`src/verilog/dfo_defs.svh`:
```
// Register indices, field positions, reset values and timing constants of the flag output block
`ifndef DFO_DEFS_SVH
`define DFO_DEFS_SVH

`define DFO_IDX_AUDIO_CTRL 6'h0A
`define DFO_IDX_SPEED 6'h0B
`define DFO_IDX_IRQ_STATUS 6'h10
`define DFO_IDX_IRQ_MASK 6'h11
`define DFO_IDX_FLAG_WORD 6'h12

`define DFO_AUDIO_CTRL_FLAG_BIT 3
`define DFO_SPEED_DOUBLE_BIT 0
`define DFO_AUDIO_FLAG_SLOT 4

`define DFO_AUDIO_CTRL_RST 4'h0
`define DFO_SPEED_RST 4'h0
`define DFO_IRQ_MASK_RST 4'h0

`define DFO_EV_FRAME 0
`define DFO_EV_C1_FAIL 1
`define DFO_EV_C2_FAIL 2
`define DFO_EV_CONCEAL 3

`define DFO_FLAG_BITS 7
`define DFO_CLK_HZ 20000000
`define DFO_FRAME_HZ 7350
`define DFO_FRAME_CYCLES (`DFO_CLK_HZ / `DFO_FRAME_HZ)
`define DFO_CLK_NS 50
`define DFO_BIT_NS 400
`define DFO_BIT_CYCLES ((`DFO_BIT_NS + `DFO_CLK_NS - 1) / `DFO_CLK_NS)
`define DFO_SYNC_DELAY_FRAMES 4

`endif

```
`src/verilog/dfo_pkg.sv`:
```
// Types shared by the flag output block and its surroundings
package dfo_pkg;
   typedef struct packed {
      logic frame_strobe;
      logic time_sync;
      logic [1:0] c1_result;
      logic [1:0] c2_result;
      logic hold_seen;
      logic interp_seen;
   } dfo_frame_status_t;

   typedef struct packed {
      logic psel;
      logic penable;
      logic pwrite;
      logic [7:0] paddr;
      logic [31:0] pwdata;
   } dfo_apb_req_t;

   typedef struct packed {
      logic pready;
      logic pslverr;
      logic [31:0] prdata;
   } dfo_apb_rsp_t;

   typedef struct packed {
      logic valid;
      logic [31:0] data;
   } dfo_audio_word_t;
endpackage

```
`src/verilog/dfo_top.sv`:
```
// Decoder error flag output: serial open-drain flag pin, audio word flag slot, APB registers
//
// Contract
// - The flag pin carries a one-bit serial flag signal refreshed once every decoded frame.
// - Flag bit one is 1 when absolute time sync is present and 0 when absent.
// - Flag bits two and three carry the first-stage result: 00 none, 01 one, 10 two, 11 failed.
// - Flag bits four and five carry the second-stage result: 00 none, 01 one, 10 two, 11 failed.
// - Flag bits six and seven carry concealment: 00 none, 01 interp, 10 hold, 11 hold and interp.
// - The time sync flag is the subcode sync delayed through the FIFO to match the audio output.
// - With bit 3 of the audio output control register set, bit 4 of each audio word holds the flag.
// - Software selects double speed via the speed register, accepted at any clock frequency.
//
// The APB register port is this design's own decision.
`include "dfo_defs.svh"

module dfo_top #(
   parameter int SYNC_DELAY_FRAMES = `DFO_SYNC_DELAY_FRAMES,
   parameter int BIT_CYCLES = `DFO_BIT_CYCLES
) (
   input wire logic pclk,
   input wire logic presetn,
   input wire dfo_pkg::dfo_apb_req_t apb_req,
   output dfo_pkg::dfo_apb_rsp_t apb_rsp,
   input wire dfo_pkg::dfo_frame_status_t frame_status,
   input wire dfo_pkg::dfo_audio_word_t audio_in,
   output dfo_pkg::dfo_audio_word_t audio_out,
   input wire logic error_flag_output_in,
   output logic error_flag_output_out,
   output logic error_flag_output_oe,
   output logic double_speed,
   output logic irq
);
   import dfo_pkg::*;

   typedef enum logic [0:0] {DFO_IDLE, DFO_SHIFT} dfo_state_t;

   function automatic logic hit(input logic [7:0] addr, input logic [5:0] idx);
      hit = (addr == {idx, 2'b00});
   endfunction

   // Open drain: the line is pulled low only for a 0 bit
   function automatic logic drive_low(input logic flag_bit);
      drive_low = ~flag_bit;
   endfunction

   // Correction stage result that could not be repaired
   function automatic logic failed(input logic [1:0] result);
      failed = &result;
   endfunction

   // Register bus state
   logic [3:0] audio_ctrl, next_audio_ctrl;
   logic [3:0] speed_select, next_speed_select;
   logic [3:0] irq_status, next_irq_status;
   logic [3:0] irq_mask, next_irq_mask;
   logic next_irq;
   dfo_apb_rsp_t next_apb_rsp;

   // Serializer state
   dfo_state_t state, next_state;
   logic [6:0] shift_word, next_shift_word;
   logic [6:0] last_word, next_last_word;
   logic [2:0] bit_idx, next_bit_idx;
   logic [15:0] bit_cnt, next_bit_cnt;
   logic flag_oe, next_flag_oe;
   logic flag_level, next_flag_level;
   logic [SYNC_DELAY_FRAMES-1:0] sync_pipe, next_sync_pipe;

   // Audio word path
   dfo_audio_word_t next_audio_out;

   logic access, wr, rd, mapped;
   logic [3:0] events;
   logic [6:0] frame_word;

   // Pin readback
   logic pin_level, next_pin_level;

   // Flag word of the frame just closed: bit 6 leaves first
   always_comb begin
      frame_word = {sync_pipe[SYNC_DELAY_FRAMES-1],
                    frame_status.c1_result,
                    frame_status.c2_result,
                    frame_status.hold_seen, frame_status.interp_seen};
   end

   // Events latched into the sticky status
   always_comb begin
      events = 4'h0;
      if (frame_status.frame_strobe) begin
         events[`DFO_EV_FRAME] = 1'b1;
         events[`DFO_EV_C1_FAIL] = failed(frame_status.c1_result);
         events[`DFO_EV_C2_FAIL] = failed(frame_status.c2_result);
         events[`DFO_EV_CONCEAL] = frame_status.hold_seen | frame_status.interp_seen;
      end
   end

   // Subcode sync delayed frame by frame to line up with the audio leaving the FIFO
   always_comb begin
      next_sync_pipe = sync_pipe;
      if (frame_status.frame_strobe) begin
         if (SYNC_DELAY_FRAMES > 1) begin
            next_sync_pipe = SYNC_DELAY_FRAMES'({sync_pipe, frame_status.time_sync});
         end else begin
            next_sync_pipe = {SYNC_DELAY_FRAMES{frame_status.time_sync}};
         end
      end
   end

   always_ff @(posedge pclk or negedge presetn) begin
      if (!presetn) begin
         sync_pipe <= '0;
      end else begin
         sync_pipe <= next_sync_pipe;
      end
   end

   // Serializer: open drain, pulls low for a 0, released for a 1 or when idle
   always_comb begin
      next_state = state;
      next_shift_word = shift_word;
      next_last_word = last_word;
      next_bit_idx = bit_idx;
      next_bit_cnt = bit_cnt;
      next_flag_oe = 1'b0;
      next_flag_level = 1'b1;
      if (frame_status.frame_strobe) begin
         next_state = DFO_SHIFT;
         next_shift_word = frame_word;
         next_last_word = frame_word;
         next_bit_idx = 3'h0;
         next_bit_cnt = 16'h0000;
         next_flag_oe = drive_low(frame_word[6]);
         next_flag_level = frame_word[6];
      end else begin
         unique case (state)
            DFO_IDLE: begin
               next_bit_cnt = 16'h0000;
            end
            DFO_SHIFT: begin
               next_flag_oe = drive_low(shift_word[6]);
               next_flag_level = shift_word[6];
               if (bit_cnt == 16'(BIT_CYCLES - 1)) begin
                  next_bit_cnt = 16'h0000;
                  next_shift_word = {shift_word[5:0], 1'b1};
                  if (bit_idx == 3'(`DFO_FLAG_BITS - 1)) begin
                     next_state = DFO_IDLE;
                     next_flag_oe = 1'b0;
                     next_flag_level = 1'b1;
                  end else begin
                     next_bit_idx = bit_idx + 3'h1;
                     next_flag_oe = drive_low(shift_word[5]);
                     next_flag_level = shift_word[5];
                  end
               end else begin
                  next_bit_cnt = bit_cnt + 16'h0001;
               end
            end
         endcase
      end
   end

   always_ff @(posedge pclk or negedge presetn) begin
      if (!presetn) begin
         state <= DFO_IDLE;
         shift_word <= 7'h7F;
         last_word <= 7'h00;
         bit_idx <= 3'h0;
         bit_cnt <= 16'h0000;
         flag_oe <= 1'b0;
         flag_level <= 1'b1;
      end else begin
         state <= next_state;
         shift_word <= next_shift_word;
         last_word <= next_last_word;
         bit_idx <= next_bit_idx;
         bit_cnt <= next_bit_cnt;
         flag_oe <= next_flag_oe;
         flag_level <= next_flag_level;
      end
   end

   assign error_flag_output_out = 1'b0;
   assign error_flag_output_oe = flag_oe;

   // Audio words pass with one cycle of delay, flag level in bit 4 when enabled
   always_comb begin
      next_audio_out = audio_in;
      if (audio_ctrl[`DFO_AUDIO_CTRL_FLAG_BIT]) begin
         next_audio_out.data[`DFO_AUDIO_FLAG_SLOT] = flag_level;
      end
   end

   always_ff @(posedge pclk or negedge presetn) begin
      if (!presetn) begin
         audio_out <= '0;
      end else begin
         audio_out <= next_audio_out;
      end
   end

   // APB handshake decode: one wait state, response registered
   always_comb begin
      access = apb_req.psel & apb_req.penable & apb_rsp.pready;
      wr = access & apb_req.pwrite;
      rd = access & ~apb_req.pwrite;
      mapped = hit(apb_req.paddr, `DFO_IDX_AUDIO_CTRL) | hit(apb_req.paddr, `DFO_IDX_SPEED)
             | hit(apb_req.paddr, `DFO_IDX_IRQ_STATUS) | hit(apb_req.paddr, `DFO_IDX_IRQ_MASK)
             | hit(apb_req.paddr, `DFO_IDX_FLAG_WORD);
   end

   // Control registers: audio copy and speed write only, mask reads back
   always_comb begin
      next_audio_ctrl = audio_ctrl;
      next_speed_select = speed_select;
      next_irq_mask = irq_mask;
      if (wr && hit(apb_req.paddr, `DFO_IDX_AUDIO_CTRL)) begin
         next_audio_ctrl = apb_req.pwdata[3:0];
      end
      if (wr && hit(apb_req.paddr, `DFO_IDX_SPEED)) begin
         next_speed_select = apb_req.pwdata[3:0];
      end
      if (wr && hit(apb_req.paddr, `DFO_IDX_IRQ_MASK)) begin
         next_irq_mask = apb_req.pwdata[3:0];
      end
   end

   always_ff @(posedge pclk or negedge presetn) begin
      if (!presetn) begin
         audio_ctrl <= `DFO_AUDIO_CTRL_RST;
         speed_select <= `DFO_SPEED_RST;
         irq_mask <= `DFO_IRQ_MASK_RST;
         double_speed <= 1'b0;
      end else begin
         audio_ctrl <= next_audio_ctrl;
         speed_select <= next_speed_select;
         irq_mask <= next_irq_mask;
         double_speed <= next_speed_select[`DFO_SPEED_DOUBLE_BIT];
      end
   end

   // Sticky status: only the bits reported are cleared, a set in the same cycle wins
   always_comb begin
      next_irq_status = irq_status;
      if (rd && hit(apb_req.paddr, `DFO_IDX_IRQ_STATUS)) begin
         next_irq_status = irq_status & ~apb_rsp.prdata[3:0];
      end
      next_irq_status = next_irq_status | events;
      next_irq = |(next_irq_status & next_irq_mask);
   end

   always_ff @(posedge pclk or negedge presetn) begin
      if (!presetn) begin
         irq_status <= 4'h0;
         irq <= 1'b0;
      end else begin
         irq_status <= next_irq_status;
         irq <= next_irq;
      end
   end

   // Level on the flag pin, reported in the flag word register
   always_comb begin
      next_pin_level = error_flag_output_in;
   end

   always_ff @(posedge pclk or negedge presetn) begin
      if (!presetn) begin
         pin_level <= 1'b1;
      end else begin
         pin_level <= next_pin_level;
      end
   end

   // Read data and error response, standing one cycle with pready
   always_comb begin
      next_apb_rsp = '0;
      if (apb_req.psel && apb_req.penable && !apb_rsp.pready) begin
         next_apb_rsp.pready = 1'b1;
         next_apb_rsp.pslverr = ~mapped;
         if (!apb_req.pwrite) begin
            if (hit(apb_req.paddr, `DFO_IDX_IRQ_STATUS)) begin
               next_apb_rsp.prdata = {28'h0000000, irq_status};
            end else if (hit(apb_req.paddr, `DFO_IDX_IRQ_MASK)) begin
               next_apb_rsp.prdata = {28'h0000000, irq_mask};
            end else if (hit(apb_req.paddr, `DFO_IDX_FLAG_WORD)) begin
               next_apb_rsp.prdata = {22'h00000, pin_level, state == DFO_SHIFT,
                                      1'b0, last_word};
            end
         end
      end
   end

   always_ff @(posedge pclk or negedge presetn) begin
      if (!presetn) begin
         apb_rsp <= '0;
      end else begin
         apb_rsp <= next_apb_rsp;
      end
   end
endmodule

```
`config.mk`:
```
export PLATFORM = sky130hd
export DESIGN_NAME = dfo_top
export DESIGN_NICKNAME = d
export VERILOG_FILES = /design/src/verilog/dfo_pkg.sv /design/src/verilog/dfo_top.sv
export VERILOG_INCLUDE_DIRS = /design/src /design/src/verilog
export SDC_FILE = /design/constraint.sdc
export NUM_CORES = 1
export LEC_CHECK = 0
export BUFFER_PORTS_ARGS = -buffer_cell sky130_fd_sc_hd__clkbuf_2
export CORE_MARGIN = 2
export CORE_UTILIZATION = 30
export CTS_BUF_LIST = sky130_fd_sc_hd__clkbuf_16
export DETAILED_ROUTE_END_ITERATION = 7
export HOLD_SLACK_MARGIN = 0.06
export SLEW_MARGIN = 20
export SYNTH_ARGS = -nofsm -noshare
export SYNTH_HDL_FRONTEND = slang
export SYNTH_SLANG_ARGS = --single-unit
export TNS_END_PERCENT = 30
```
`constraint.sdc`:
```
create_clock -name pclk -period 4.1 [get_ports pclk]
set_input_delay 0.615 -clock pclk [delete_from_list [all_inputs] [get_ports pclk]]
set_output_delay 0.615 -clock pclk [all_outputs]
set_load 0.005 [all_outputs]
```
* After elaboration in Yosys (flattened, before gate mapping)
Cells that the tools add are included.
Cells by class: bitwise logic cells 19, mux-type cells 31, equal/unequal tests 8, reduce and logical (&&, ||, !) cells 14, add/sub/neg operators 2
Operators by type and width (count):
- 34-bit two-way mux | 1
- 16-bit two-way mux | 2
- 32-bit two-way mux | 1
- 16-bit one-hot mux with 2 select lines | 1
- 10-bit two-way mux | 3
- 8-bit by 7-bit equality test with 1-bit output (second input constant) | 3
- 7-bit two-way mux | 3
- 16-bit by 1-bit adder with 16-bit output (second input constant) | 1
- 16-bit by 3-bit equality test with 1-bit output (second input constant) | 1
- 8-bit by 6-bit equality test with 1-bit output (second input constant) | 2
- 1-bit two-way mux | 13
- 3-bit two-way mux | 4
- 4-bit two-way mux | 3
- 4-bit bitwise AND | 2
- 1-bit logical AND | 6
- 1-bit inverter | 6
- 2-bit AND reduction | 3
- 1-bit OR | 5
- 1-bit bitwise AND | 4
- 4-bit inverter | 1
- 4-bit OR | 1
- 2-bit nonzero test | 2
- 4-bit OR reduction | 1
- 3-bit by 1-bit adder with 3-bit output (second input constant) | 1
- 4 further kinds | 4
Storage, ports and cells: register bits after elaboration 122, word-level logic and storage cells 93

* Logic depth before layout (Yosys ltp)
Gate-level depths: netlist (run 1).
depth in word-level cells 8, mapped depth 7, depth with buffers taken out 7

* Worst setup path after synthesis (run 1)
OpenSTA, ideal clock, no wires.
path type input to register, start point input apb_req[33] in the netlist's numbering, end point register irq, arrival time 2.018 ns, cell stages on the path 6, path slack 1.953 ns, cell sequence nor4_4 -> and4_1 -> buf_6 -> mux2_4 -> a21boi_1 -> a2111o_1
Between the ends: elaborated cells on any way between the ends 9, those cells by class eq/ne: 2; mux: 2; bitwise: 2; reduce/logical: 3
RTL lines:
- start: declaration | line dfo_top.sv:22 | input wire dfo_pkg::dfo_apb_req_t apb_req,
- 8-bit by 7-bit equality test with 1-bit output | line dfo_top.sv:38 | hit = (addr == {idx, 2'b00});
- 1-bit logical AND | line dfo_top.sv:223 | if (wr && hit(apb_req.paddr, `DFO_IDX_IRQ_MASK)) begin
- 4-bit two-way mux | line dfo_top.sv:223
- via next_irq_mask[1] | line dfo_top.sv:55 | logic [3:0] irq_mask, next_irq_mask;
- 4-bit bitwise AND | line dfo_top.sv:249 | next_irq = |(next_irq_status & next_irq_mask);
- 4-bit OR reduction | line dfo_top.sv:249
- via next_irq | line dfo_top.sv:56 | logic next_irq;
- end signal: assignment | line dfo_top.sv:258 | irq <= next_irq;
- end: declaration | line dfo_top.sv:31 | output logic irq
The timed path passes the listed nets, and every way through them passes these cells. A chain may end at the register's enable or synchronous reset.

==> results of run 1 <==
[layer usage]
metal | share of wire (%) | vias to the layer above | global-route usage [%]
li1 | - | 1233 | -
met1 | 43 | 1241 | 14.7
met2 | 48 | 76 | 18.6
met3 | 6.4 | 12 | 3.84
met4 | 1.9 | 0 | 5.71
met5 | 0 | - | 0
[through the flow]
stage,total power [mW],hold slack [ns]
after floorplan,1.10,0.319
after global placement,1.17,0.449
after detailed placement,1.18,0.459
after CTS,1.94,0.345
after global routing,2.00,0.342
final,1.89,0.363
[logic make-up after synthesis]
group	synth area share (%)
AOI/OAI and AO/OA	5.90
xor gates and xnor gates	3.46
adders and majority gates	0.988
buffers and inverters	6.72
DFF	63.5
muxes	4.78
other	0.0987
and+or+nand+nor	14.5
[critical path, stage by stage]
cell and delay, ns:
clkbuf_2 0.10, nor4_4 0.32, nand2_1 0.11, or4_4 0.56
nor3b_2 0.37, and2_1 0.25
[cells in the mapped netlist (2+ instances only)]
cell / number
xor2_1: 8
nor4_1: 4
clkbuf_1: 3
a21oi_1: 5
mux2i_1: 5
and4_1: 2
and3_1: 4
nand2b_1: 2
o21ai_0: 10
nor3_1: 4
and4b_1: 2
dfrtp_1: 87
a21boi_1: 3
buf_4: 24
mux2_1: 8
nand2_1: 32
inv_1: 12
nor2_1: 31
nand3_1: 9
a2111oi_1: 2
and2_1: 5
ha_1: 3
o21ai_1: 10
mux2_4: 2
nand4_1: 4
xnor2_1: 7
dfstp_2: 9
nor2b_1: 3
[worst min path at each step]
stage	depth (start not counted)	to	start
after floorplan	0	apb_rsp[0]$_DFF_PN0_	presetn
after global placement	1	bit_cnt[0]$_DFF_PN0_	bit_cnt[0]$_DFF_PN0_
after detailed placement	1	bit_cnt[0]$_DFF_PN0_	bit_cnt[0]$_DFF_PN0_
after CTS	1	pin_level$_DFF_PN1_	error_flag_output_in
after global routing	1	pin_level$_DFF_PN1_	error_flag_output_in
final	1	pin_level$_DFF_PN1_	error_flag_output_in
[power breakdown]
group	internal, mW	total [mW]	switching, mW
Clock	0.401	0.739	0.338
Sequential	1.00	1.02	0.0210
Combinational	0.0567	0.132	0.0753
[cell type report]
type                       count  area (µm²)  area share [%]
sequential                    96        2410            51.5
clock inverter                 7        35.0           0.747
tap                          172         215            4.59
inverter                      13        48.8            1.04
clock buffer                   9         225            4.80
timing repair buffer         106         536            11.4
multi-input combinational    202        1220            25.9
[registers in the layout (all words and copies together) (netlist names), 3 cells and up]
signal,count
bit_idx,3
bit_cnt,16
irq_status,4
audio_out,33
last_word,7
sync_pipe,4
apb_rsp,11
shift_word,7
irq_mask,4
==> results.md, run 1 <==
GRT:
- Entering global routing, the biggest net connects 76 pins.
- The wire length of the first global-routing pass is 12100 µm.
- The number of antenna violations at the first check in global routing came to 0.
- The via count of the first global-routing pass is 2527.
- The overall overflow remaining after global route is 0.
- For this run, the total global-route usage over all layers was measured as between 10% and 20%.

Logic synthesis:
- The proportion of synthesized flip-flops having asynchronous set or reset is 100%.
- The cell type contributing the most total cell area after synthesis is dfrtp_1.
- By area the synthesized netlist is led by dfrtp_1 57%, dfstp_2 6.2%, buf_4 4.7%.
- The synthesis-stage register bit count is 96.
- During synthesis, Yosys emitted a total of 0 warnings.
- The sequential area share after synthesis is 63.5%.
- Each instance of the synthesized netlist takes up on average 12.0 µm².
- The post-synthesis cell type count is 45.
- After synthesis the cells add up to 0.00380 mm².
- The synthesized instance count is 317.
- In this run, synthesis inferred 0 flip-flops with an integrated enable.
- Of the post-synthesis cell area, the dominant cell type holds 57.3%.
- In the synthesized netlist the dominant register cell turns out to be dfrtp_1.

STA:
- On the final layout, the worst clock skew is a little under 0.006 ns.
- Setup slack on the critical path of the routed design comes to 2.05 ns.
- The achievable frequency is 487 MHz.
- The number of hold violations in the final report came to 0.
- The max-slew violation count is 0.
- The worst path uses 50.1% of the clock period.
- The clock period minus worst slack is about 2.1 ns.
- For the pin with the worst max-slew slack, the measured transition is 0.922 ns.
- The relative max-transition margin is 38.5%.
- The total negative slack is 0 ns.
- Setup violations remaining at the end of the flow were counted as 0.
- Setup repair after global routing left no endpoint under its margin.

Clock network:
- Buffers inserted to repair hold after CTS numbered 0.
- The CTS tree is built.
- No sink is reached through more buffers than the 2 on the longest clock path.
- The post-cts repair resize count is 0.
- The post-CTS setup buffer count is 0.
- The number of H-tree branching levels is 3.
- Clock-pin slew was measured on the worst setup and hold paths at about 0.060 ns.
- Buffers inserted during clock tree synthesis total 9.
- Counting every sink on the clock net gives 96.
- The clock latency reported for the late side of the worst-skew pair is 0.34 ns.
- The clock root buffer is clkbuf_16.

Die:
- 158 I/O pins were placed.
- Measured along the x axis, the die boundary spans 117 µm.
- Row generation in the floorplan step produced between 40 and 50 rows.
- In this run the standard cell core region covers 0.0125 mm².
- The floorplan step defined a die boundary enclosing ~0.014 mm².
- The starting density of the core is 30.5%.
- The die is 117 µm tall.

Setup path:
- In this run the worst path has a maximum fanout of 5.
- The critical path starts at apb_req[33].
- The number of cells traversed by the worst register-to-register path is 5.
- The flop-to-flop setup slack is 2.07 ns.
- The critical register-to-register path startpoint is apb_rsp[33]$_DFF_PN0_.
- For the worst setup path, the data arrival time is 2.31 ns.
- The worst setup path is of the in -> reg kind.
- STA classifies the critical path startpoint as an input pin.
- STA classifies the critical path endpoint as a register.
- For the worst setup path, the data required time is 4.36 ns.
- The reg-to-reg critical path endpoint is irq$_DFF_PN0_.
- Following the worst setup path forward leads to its endpoint at apb_rsp[8]$_DFF_PN0_.

Route:
- The detailed-route DRC error count is 0.
- The routed layout has 2562 vias.
- The detail route stage leaves a number of antenna-violating nets equal to 0.
- The number of optimization iterations in the first detailed-route pass is 4.
- The initial DRC count is 62.
- Dividing the detail-routed wire length by the instance count gives 12.4 µm.
- Wires add up to 7510 µm.
- Using the TritonRoute via totals, the vias-per-cell ratio works out to between 4 and 5.

Finish:
- The most frequent standard cell in the layout excluding fill and tap cells is clkbuf_2.
- Cells fill 37.6% of the core in the end.
- The post-route netlist has between 30% and 40% of its cells at a drive strength greater than 1.
- In the layout the commonest cells are 104 x clkbuf_2, 87 x dfrtp_1, 32 x nand2_1, 31 x nor2_1, 24 x conb_1.
- The number of standard cells in the layout, taps in and fillers out is 605.
- The post-layout net count is 518.
- The number of filler cells placed in the layout is about 1300.
- The post-route cell area is ~0.0047 mm².
- The area growth from synthesis to layout is 23.5%.
- The repair_antennas step left the layout with diodes totalling 0.

Power:
- IR analysis of the VDD net gives a maximum drop of 0.000219 V.
- The static leakage power is 2.27 nW.
- The power per standard cell area is 404 mW/mm².

Job:
- The reported max-cap violation count is 0.

Placement:
- The worst setup slack after placement is 1.63 ns.
- Routability-driven placement finished with a final weighted congestion of 0.784.
- The HPWL after detailed placement is 5440 µm.
- In this run, placement finished with an instance count of 589.
- Input and output buffers added on the ports amount to 105.
- The post-detailed-placement cell area is 0.00443 mm².

Outcome:
- The run finished with clean final reports.

Hold path:
- The class of the most critical hold timing path is in -> reg.
(Power assumes the default switching activity.)
==> run 2: changes to the inputs <==
--- a/config.mk
+++ b/config.mk
@@ -6,6 +6,7 @@
 export SDC_FILE = /design/constraint.sdc
 export NUM_CORES = 1
 export LEC_CHECK = 0
+export ABC_AREA = 1
 export BUFFER_PORTS_ARGS = -buffer_cell sky130_fd_sc_hd__clkbuf_2
 export CORE_MARGIN = 2
 export CORE_UTILIZATION = 30
==> constraint.sdc (replaced) <==
create_clock -name pclk -period 1.8 [get_ports pclk]
set_input_delay 0.27 -clock pclk [delete_from_list [all_inputs] [get_ports pclk]]
set_output_delay 0.27 -clock pclk [all_outputs]
set_load 0.005 [all_outputs]
==> run 2 against run 1 <==
Net effect: via count up 23%; clock power rose to 2.9 times the previous value; routed wire length up 13%; total power rose to 2.6 times the previous value; cell area up 17%; core utilization up 3.4 points; critical path type is now reg -> reg.
==> results.md, run 2 <==
GRT:
- The via count of the first global-routing pass is 3183.
- The number of antenna violations at the first check in global routing is 0.
- Entering global routing, the biggest net connects 51 pins.
- The overall overflow remaining after global route is 0.
- The first global-routing pass estimated 14700 µm of wire.
- The all-layer global routing usage is 12.6%.

Setup path:
- The endpoint type of the worst setup path is a register.
- The worst register-to-register path ends at bit_cnt[10]$_DFF_PN0_.
- The critical register-to-register path startpoint is bit_cnt[0]$_DFF_PN0_.
- The flop-to-flop setup slack is 0.25 ns.
- The number of cells on the worst reg-to-reg path is 7.
- STA puts the critical path data required time at ~2.0 ns.
- The category of the worst setup path launch point is a register.
- The critical path in this run is classified as reg -> reg.
- Of all nets on the critical path, the largest fanout is 10.
- The data arrival time of the critical path is 1.78 ns.

Finish:
- In the final layout, the registers with the most flip-flops are audio_out (33), bit_cnt (16), apb_rsp (11).
- The post-layout net count is 654.
- The number of flip-flops in the largest register is 33.
- audio_out holds more flip-flops than any other register.
- The final antenna diode count is 0.
- Leaving out fill and tap cells, the most frequent cell in the layout is clkbuf_2.
- The area growth from synthesis to layout is 32.9%.
- The ratio of cells with drive above 1 in the final layout is 31.5%.
- The library cells used most frequently in the layout, excluding fill and tap cells, are 104 x clkbuf_2, 87 x dfrtp_1, 79 x nand2_1, 48 x inv_1, 34 x dlygate4sd3_1.

STA:
- The portion of the clock cycle consumed by the worst path in the final layout is 86.3%.
- For the pin with the worst max-slew slack, the measured transition is 0.574 ns.
- The max-slew violation count was 0.
- Setup repair after global routing left no endpoint under its margin.
- For the final routed database, the setup TNS stands at 0 ns.
- The relative max-transition margin is 61.4%.
- The clock period minus worst slack is roughly 1.6 ns.
- Static timing analysis puts the maximum clock frequency at 644 MHz.
- The number of hold violations in the final report came to 0.
- Setup violations remaining at the end of the flow were counted as 0.
- On the final layout, the worst clock skew is 0.00687 ns.

Hold path:
- The hold path endpoint is audio_out[4]$_DFF_PN0_.
- The count of cells along the worst hold path is 3.
- The beginning of the worst hold path is audio_in[4].
- The tightest min-delay check is of the in -> reg type.

Logic synthesis:
- In the synthesized netlist, mux cells make up 0% of the area.
- Yosys instantiated no cell more often than dfrtp_1.
- Counting every instance in the synthesized netlist gives 415.
- Counting flops and latches in the post-synthesis netlist gives 96.
- The proportion of synthesized flip-flops having asynchronous set or reset is 100%.
- Summing the areas of all compound-gate instances in the mapped netlist gives under 10% of the synthesized area.
- Counting flops with a built-in enable in the synthesized netlist gives 0.
- The biggest area contributor in the post-synthesis netlist is dfrtp_1.
- Of the total synthesized cell area, the portion taken by AND, OR, NAND and NOR gates is 21.5%.
- The number of warnings printed during yosys synthesis is 0.
- The sequential area share after synthesis is 58.6%.
- After Yosys synthesis, full adders, half adders and majority gates account for 0.912% of the synthesized area.
- The combinational family with the most area after synthesis is simple AND/OR/NAND/NOR gates.
- The post-synthesis cell type count is 36.
- The total standard cell area after synthesis is 0.00412 mm².
- The most used flip-flop cell after synthesis is dfrtp_1.
- The commonest cells after synthesis are 87 x dfrtp_1, 79 x nand2_1, 48 x inv_1.
- In the post-synthesis netlist, the biggest area contributors are dfrtp_1 53%, nand2_1 7.2%, dfstp_2 5.7%.
- Of the total synthesized cell area, the portion taken by XOR and XNOR cells is 0.851%.
- The share of Yosys cell area claimed by the top area cell type is 52.9%.
- Averaged over all synthesized cells, the footprint is 9.92 µm².

Placement:
- Buffers placed on the I/O ports in this run total 105.
- The half-perimeter wire length after placement is 6020 µm.
- The congestion estimate from routability-driven global placement came to between 0.8 and 0.9.

Clock network:
- Clock-pin slew was measured on the worst setup and hold paths at 0.07 ns.
- The clock net in this run drives a total of 96 sinks.
- The tree is rooted in a clkbuf_16.
- The clock passes through at most 2 buffers.
- Post-CTS repair changed the size of 0 cells.
- The post-CTS setup buffer count is 0.
- Hold repair after CTS inserted 34 buffers.
- The clock tree synthesis step divided the H-tree into 3 levels.
- TritonCTS built the clock tree.
- The clock latency reported for the late side of the worst-skew pair is about 0.34 ns.
- The TritonCTS buffer count is 9.

Die:
- The boundary pin count is 158.
- The floorplan step set the die width to 121 µm.
- The number of cell rows is 42.
- The placeable core area is 0.0133 mm².
- The y dimension of the die is 121 µm.
- The overall die area is 0.0147 mm².
- The initial utilization of the core area, before any placement, comes to 30.8%.

Route:
- For this run, design rule violations remaining after detail routing come to 0.
- The routed design has 8500 µm of wire.
- Dividing the detail-routed via count by the number of cells gives ~4.2.
- The final antenna-violating net count is 0.
- The initial DRC count is 152.
- The mean routed wirelength per cell is 11.4 µm.
- The first detailed-routing pass took 4 iterations.
- The routed layout has 3151 vias.

Power:
- The analysis attributes to cell leakage a power of 2.74 nW.
- Total power for the finished layout comes to between 4 and 5 mW.
- The worst-case vdd ir drop is 0.000549 V.
- The power per standard cell area is 904 mW/mm².

Outcome:
- The run finished with clean final reports.

Job:
- The reported max-cap violation count is 0.
==> run 2: how the worst max path moves through the flow <==
stage	end	start	slack (ns)	depth (start not counted)
floorplan	shift_word[4]$_DFFE_PN1P_	bit_cnt[0]$_DFF_PN0_	0.41	9
global placement	irq$_DFF_PN0_	apb_req[36]	0.27	11
detailed placement	irq$_DFF_PN0_	apb_req[36]	0.23	11
CTS	bit_cnt[10]$_DFF_PN0_	bit_cnt[0]$_DFF_PN0_	0.23	7
global route	bit_cnt[12]$_DFF_PN0_	bit_cnt[0]$_DFF_PN0_	0.09	9
finish	bit_cnt[10]$_DFF_PN0_	bit_cnt[0]$_DFF_PN0_	0.25	7
==> run 2: routing by layer <==
| metal | track usage [%] | routed length, µm |
|---|---|---|
| met3 | 4.04 | 542 |
| met1 | 15.8 | 3810 |
| met4 | 5.75 | 161 |
| met2 | 19.9 | 3990 |
| met5 | 0 | 0 |
==> run 2: worst max-delay path: stages (launching register included) <==
cell	delay, ns
dfrtp_1	0.41
ha_1	0.22
nand3_1	0.12
nor2_2	0.21
nand2_4	0.10
nand3_4	0.14
inv_2	0.10
and3_1	0.15
==> run 2: metrics by stage <==
step                std cells  hold WS [ns]  util (%)  setup WS [ns]  instance area [µm²]
global route              745         0.125      41.0         0.0903                 5470
detailed placement        695         0.237      35.9          0.234                 4790
floorplan                 438       -0.0256         -          0.409                 4200
finish                    745         0.129      41.0          0.246                 5470
CTS                       745         0.116      41.0          0.227                 5470
global placement          695         0.230      35.9          0.267                 4790
==> run 2: layout make-up <==
cell class              count  area [µm²]
clock buffers               9         225
clock inverters             7         118
fillers                  1282        7880
inverters                  52         195
multi-input cells         260        1370
flip-flops and latches     96        2410
well taps                 176         220
repair buffers            145         926
==> run 2: logic make-up (layout without fill, tap and decap cells) <==
family,Yosys count,count (layout)
XOR/XNOR,4,4
flip-flops,96,96
buffers and inverters,82,213
other,1,24
AND/OR/NAND/NOR,175,175
AO/OA/AOI/OAI,54,54
adder cells (fa/ha/maj),3,3
==> run 2: where the power goes <==
part / total, mW / internal [mW] / switching [mW]
Sequential: 2.33 / 2.28 / 0.0468
Clock: 2.18 / 1.36 / 0.820
Combinational: 0.435 / 0.200 / 0.235
Total: 4.94 / 3.84 / 1.10
==> run 3: changes to the inputs <==
--- a/config.mk
+++ b/config.mk
@@ -10,7 +10,7 @@
 export BUFFER_PORTS_ARGS = -buffer_cell sky130_fd_sc_hd__clkbuf_2
 export CORE_MARGIN = 2
 export CORE_UTILIZATION = 30
-export CTS_BUF_LIST = sky130_fd_sc_hd__clkbuf_16
+export CTS_BUF_LIST = sky130_fd_sc_hd__clkbuf_8 sky130_fd_sc_hd__clkbuf_16
 export DETAILED_ROUTE_END_ITERATION = 7
 export HOLD_SLACK_MARGIN = 0.06
 export SLEW_MARGIN = 20
==> run 3 against run 2 <==
Net effect: sequential power about the same; first-iteration DRC count shrank 2.6%; worst hold slack unchanged; clock-buffer cell count increased by 1; critical path depth did not move; core utilization increased by 0.075 points; largest power group unchanged.
==> results.md, run 3 (synthesized netlist as in run 2, its figures left out) <==
Clock network:
- The post-CTS setup buffer count is 0.
- The clock root buffer is clkbuf_16.
- The post-cts repair resize count is 0.
- For the worst-skew pair, the clock arrives at the later sink with an insertion delay of 0.34 ns.
- TritonCTS created 9 clock buffers.
- The CTS tree is built.
- The number of buffers inserted by hold repair at cts is 34.
- The number of H-tree branching levels is 3.
- The TritonCTS sink count is 96.
- No sink is reached through more buffers than the 2 on the longest clock path.
- The clock-pin slew on the worst setup and hold paths is 0.07 ns.

Route:
- The initial DRC count is ~150.
- After detailed routing, the number of vias per cell comes to roughly 4.2.
- After detailed routing, the average wire length per cell comes to 11.4 µm.
- The number of optimization iterations in the first detailed-route pass is 4.
- The total number of vias is between 3000 and 4000.
- After detailed routing, the number of remaining DRC violations is 0.
- The final antenna-violating net count is 0.
- The final layout contains routed wiring with a total length of ~8500 µm.

GRT:
- The via count of the first global-routing pass was 3184.
- The number of antenna violations at the first check in global routing is 0.
- The first global-routing pass estimated 14700 µm of wire.
- The maximum number of pins on one net before global-route repair is 51.
- The all-layer global routing usage is 12.6%.
- The overall overflow remaining after global route is 0.

Die:
- The die is 121 µm tall.
- In this run the horizontal extent of the chip is 121 µm.
- The boundary pin count is 158.
- The total area inside the core boundary comes to 0.0133 mm².
- The overall die area is 0.0147 mm².
- For this configuration, the core starts out at a cell density of 30.8%.
- After floorplanning, the core was divided into 42 placement rows.

Power:
- The clock network is responsible for 44.5% of the overall power.
- For this design the static power due to leakage is ~2.7 nW.
- Summed over all nets, the switching power comes to between 1 and 1.5 mW.
- Combinational logic burns under 10% of the power.
- The sum of internal, switching and leakage power is 4.99 mW.
- The power per standard cell area is about 910 mW/mm².
- In this run, flip-flops and latches consume 46.7% of the power.
- The fraction of power spent switching nets is 22.1%.
- The internal power component is roughly 4 mW.
- The worst-case IR drop observed on VDD is about 0.00055 V.

Outcome:
- The run finished with clean final reports.

Placement:
- The weighted congestion reported at the end of routability-driven placement is 0.863.
- The half-perimeter wire length after placement is around 6000 µm.
- At the placement stage, the worst setup path has a slack of 0.234 ns.
- The number of buffers inserted by port buffering is 105.

Job:
- The tool flagged a number of max-cap violations equal to 0.

Finish:
- The top cell types in the final layout, fill and taps aside, are 104 x clkbuf_2, 87 x dfrtp_1, 79 x nand2_1, 48 x inv_1, 34 x dlygate4sd3_1.
- The most flop-heavy register is audio_out.
- The final antenna diode count is 0.
- The ratio of cells with drive above 1 in the final layout is a little under a third.
- The layout has 1278 filler cells.
- In the final layout, the registers with the most flip-flops are audio_out (33), bit_cnt (16), apb_rsp (11).
- The number of flip-flops in the largest register is 33.
- The most frequent standard cell in the layout excluding fill and tap cells is clkbuf_2.
- The area growth from synthesis to layout is 33.1%.
- The post-layout net count is 654.

STA:
- The achievable frequency is around 640 MHz.
- Setup slack closes at between 0.2 and 0.25 ns.
- The number of hold violations in the final report was 0.
- The final clock skew is around 0.0076 ns.
- The clock period minus worst slack is 1.55 ns.
- The total negative slack is 0 ns.
- Setup repair after global routing left no endpoint under its margin.
- The worst pin sits at a relative slew slack of roughly three fifths.
- After layout, the worst path uses 86.4% of the clock period.
- The max-slew violation count was 0.
- Setup violations remaining at the end of the flow were counted as 0.
- At the pin with the least slew margin, the transition time is 0.574 ns.

Setup path:
- The data arrival time of the critical path is 1.78 ns.
- Across all register-to-register paths, the minimum setup slack is about 0.25 ns.
- STA classifies the critical path endpoint as a register.
- The category of the worst setup path launch point is a register.
- STA puts the critical path data required time at 2.02 ns.
- The path type of the worst setup path is reg -> reg.
- Of all nets on the critical path, the largest fanout is 10.

Hold path:
- The tightest min-delay check is of the in -> reg type.
run 3: cell types whose count changed in the layout (fill, tap and decap cells not counted), sizes merged:
cell	before	now
clkbuf	113	114
clkinv	1	0
run 3: cell type report:
type	count	area [µm²]	area share, %
repair buffers	145	926	16.9
flip-flops and latches	96	2410	44.0
clock inverters	6	114	2.08
inverters	52	195	3.56
clock buffers	10	239	4.36
multi-input cells	260	1370	25.0
well taps	176	220	4.02
run 3: path summary, 6_finish.rpt:
path	start	to	cells past startpoint
setup reg to reg	bit_cnt[0]$_DFF_PN0_	bit_cnt[10]$_DFF_PN0_	7
min in group asynchronous	presetn	audio_out[4]$_DFF_PN0_	2
setup / recovery	bit_cnt[0]$_DFF_PN0_	bit_cnt[10]$_DFF_PN0_	7
hold / removal	audio_in[4]	audio_out[4]$_DFF_PN0_	3
hold reg to reg	audio_ctrl[3]$_DFFE_PN0P_	audio_out[4]$_DFF_PN0_	2
max in group asynchronous	presetn	pin_level$_DFF_PN1_	3
run 3: per-layer routing:
layer  part of all wire [%]  GRT usage [%]  wire, µm  vias to the layer above
met2                     47           19.9      4000                       87
met5                      0              0         0                        -
met4                    1.9           5.75       161                        0
met3                    6.3           4.04       540                       12
li1                       -              -         -                     1565
met1                     45           15.8      3820                     1483
run 3: stage by stage:
| stage | instance area (µm²) | hold WS [ns] | std cells | utilization, % |
|---|---|---|---|---|
| after global placement | 4790 | 0.230 | 695 | 35.9 |
| after detailed placement | 4790 | 0.237 | 695 | 35.9 |
| after global routing | 5480 | 0.125 | 745 | 41.1 |
| after CTS | 5480 | 0.116 | 745 | 41.1 |
| final | 5480 | 0.129 | 745 | 41.1 |
| after floorplan | 4200 | -0.0256 | 438 | - |
run 3: worst max-delay path, cell delays in order, from the launching register on:
cell,delay [ns]
dfrtp_1,0.41
ha_1,0.22
nand3_1,0.12
nor2_2,0.21
nand2_4,0.10
nand3_4,0.14
inv_2,0.10
and3_1,0.15
run 3: power by group through the flow:
stage / Sequential [mW] / Combinational, mW / Clock, mW
finish: 2.33 / 0.436 / 2.22
global route: 2.34 / 0.496 / 2.40
CTS: 2.33 / 0.442 / 2.29
detailed placement: 2.37 / 0.383 / 0
global placement: 2.37 / 0.372 / 0
floorplan: 2.37 / 0.212 / 0
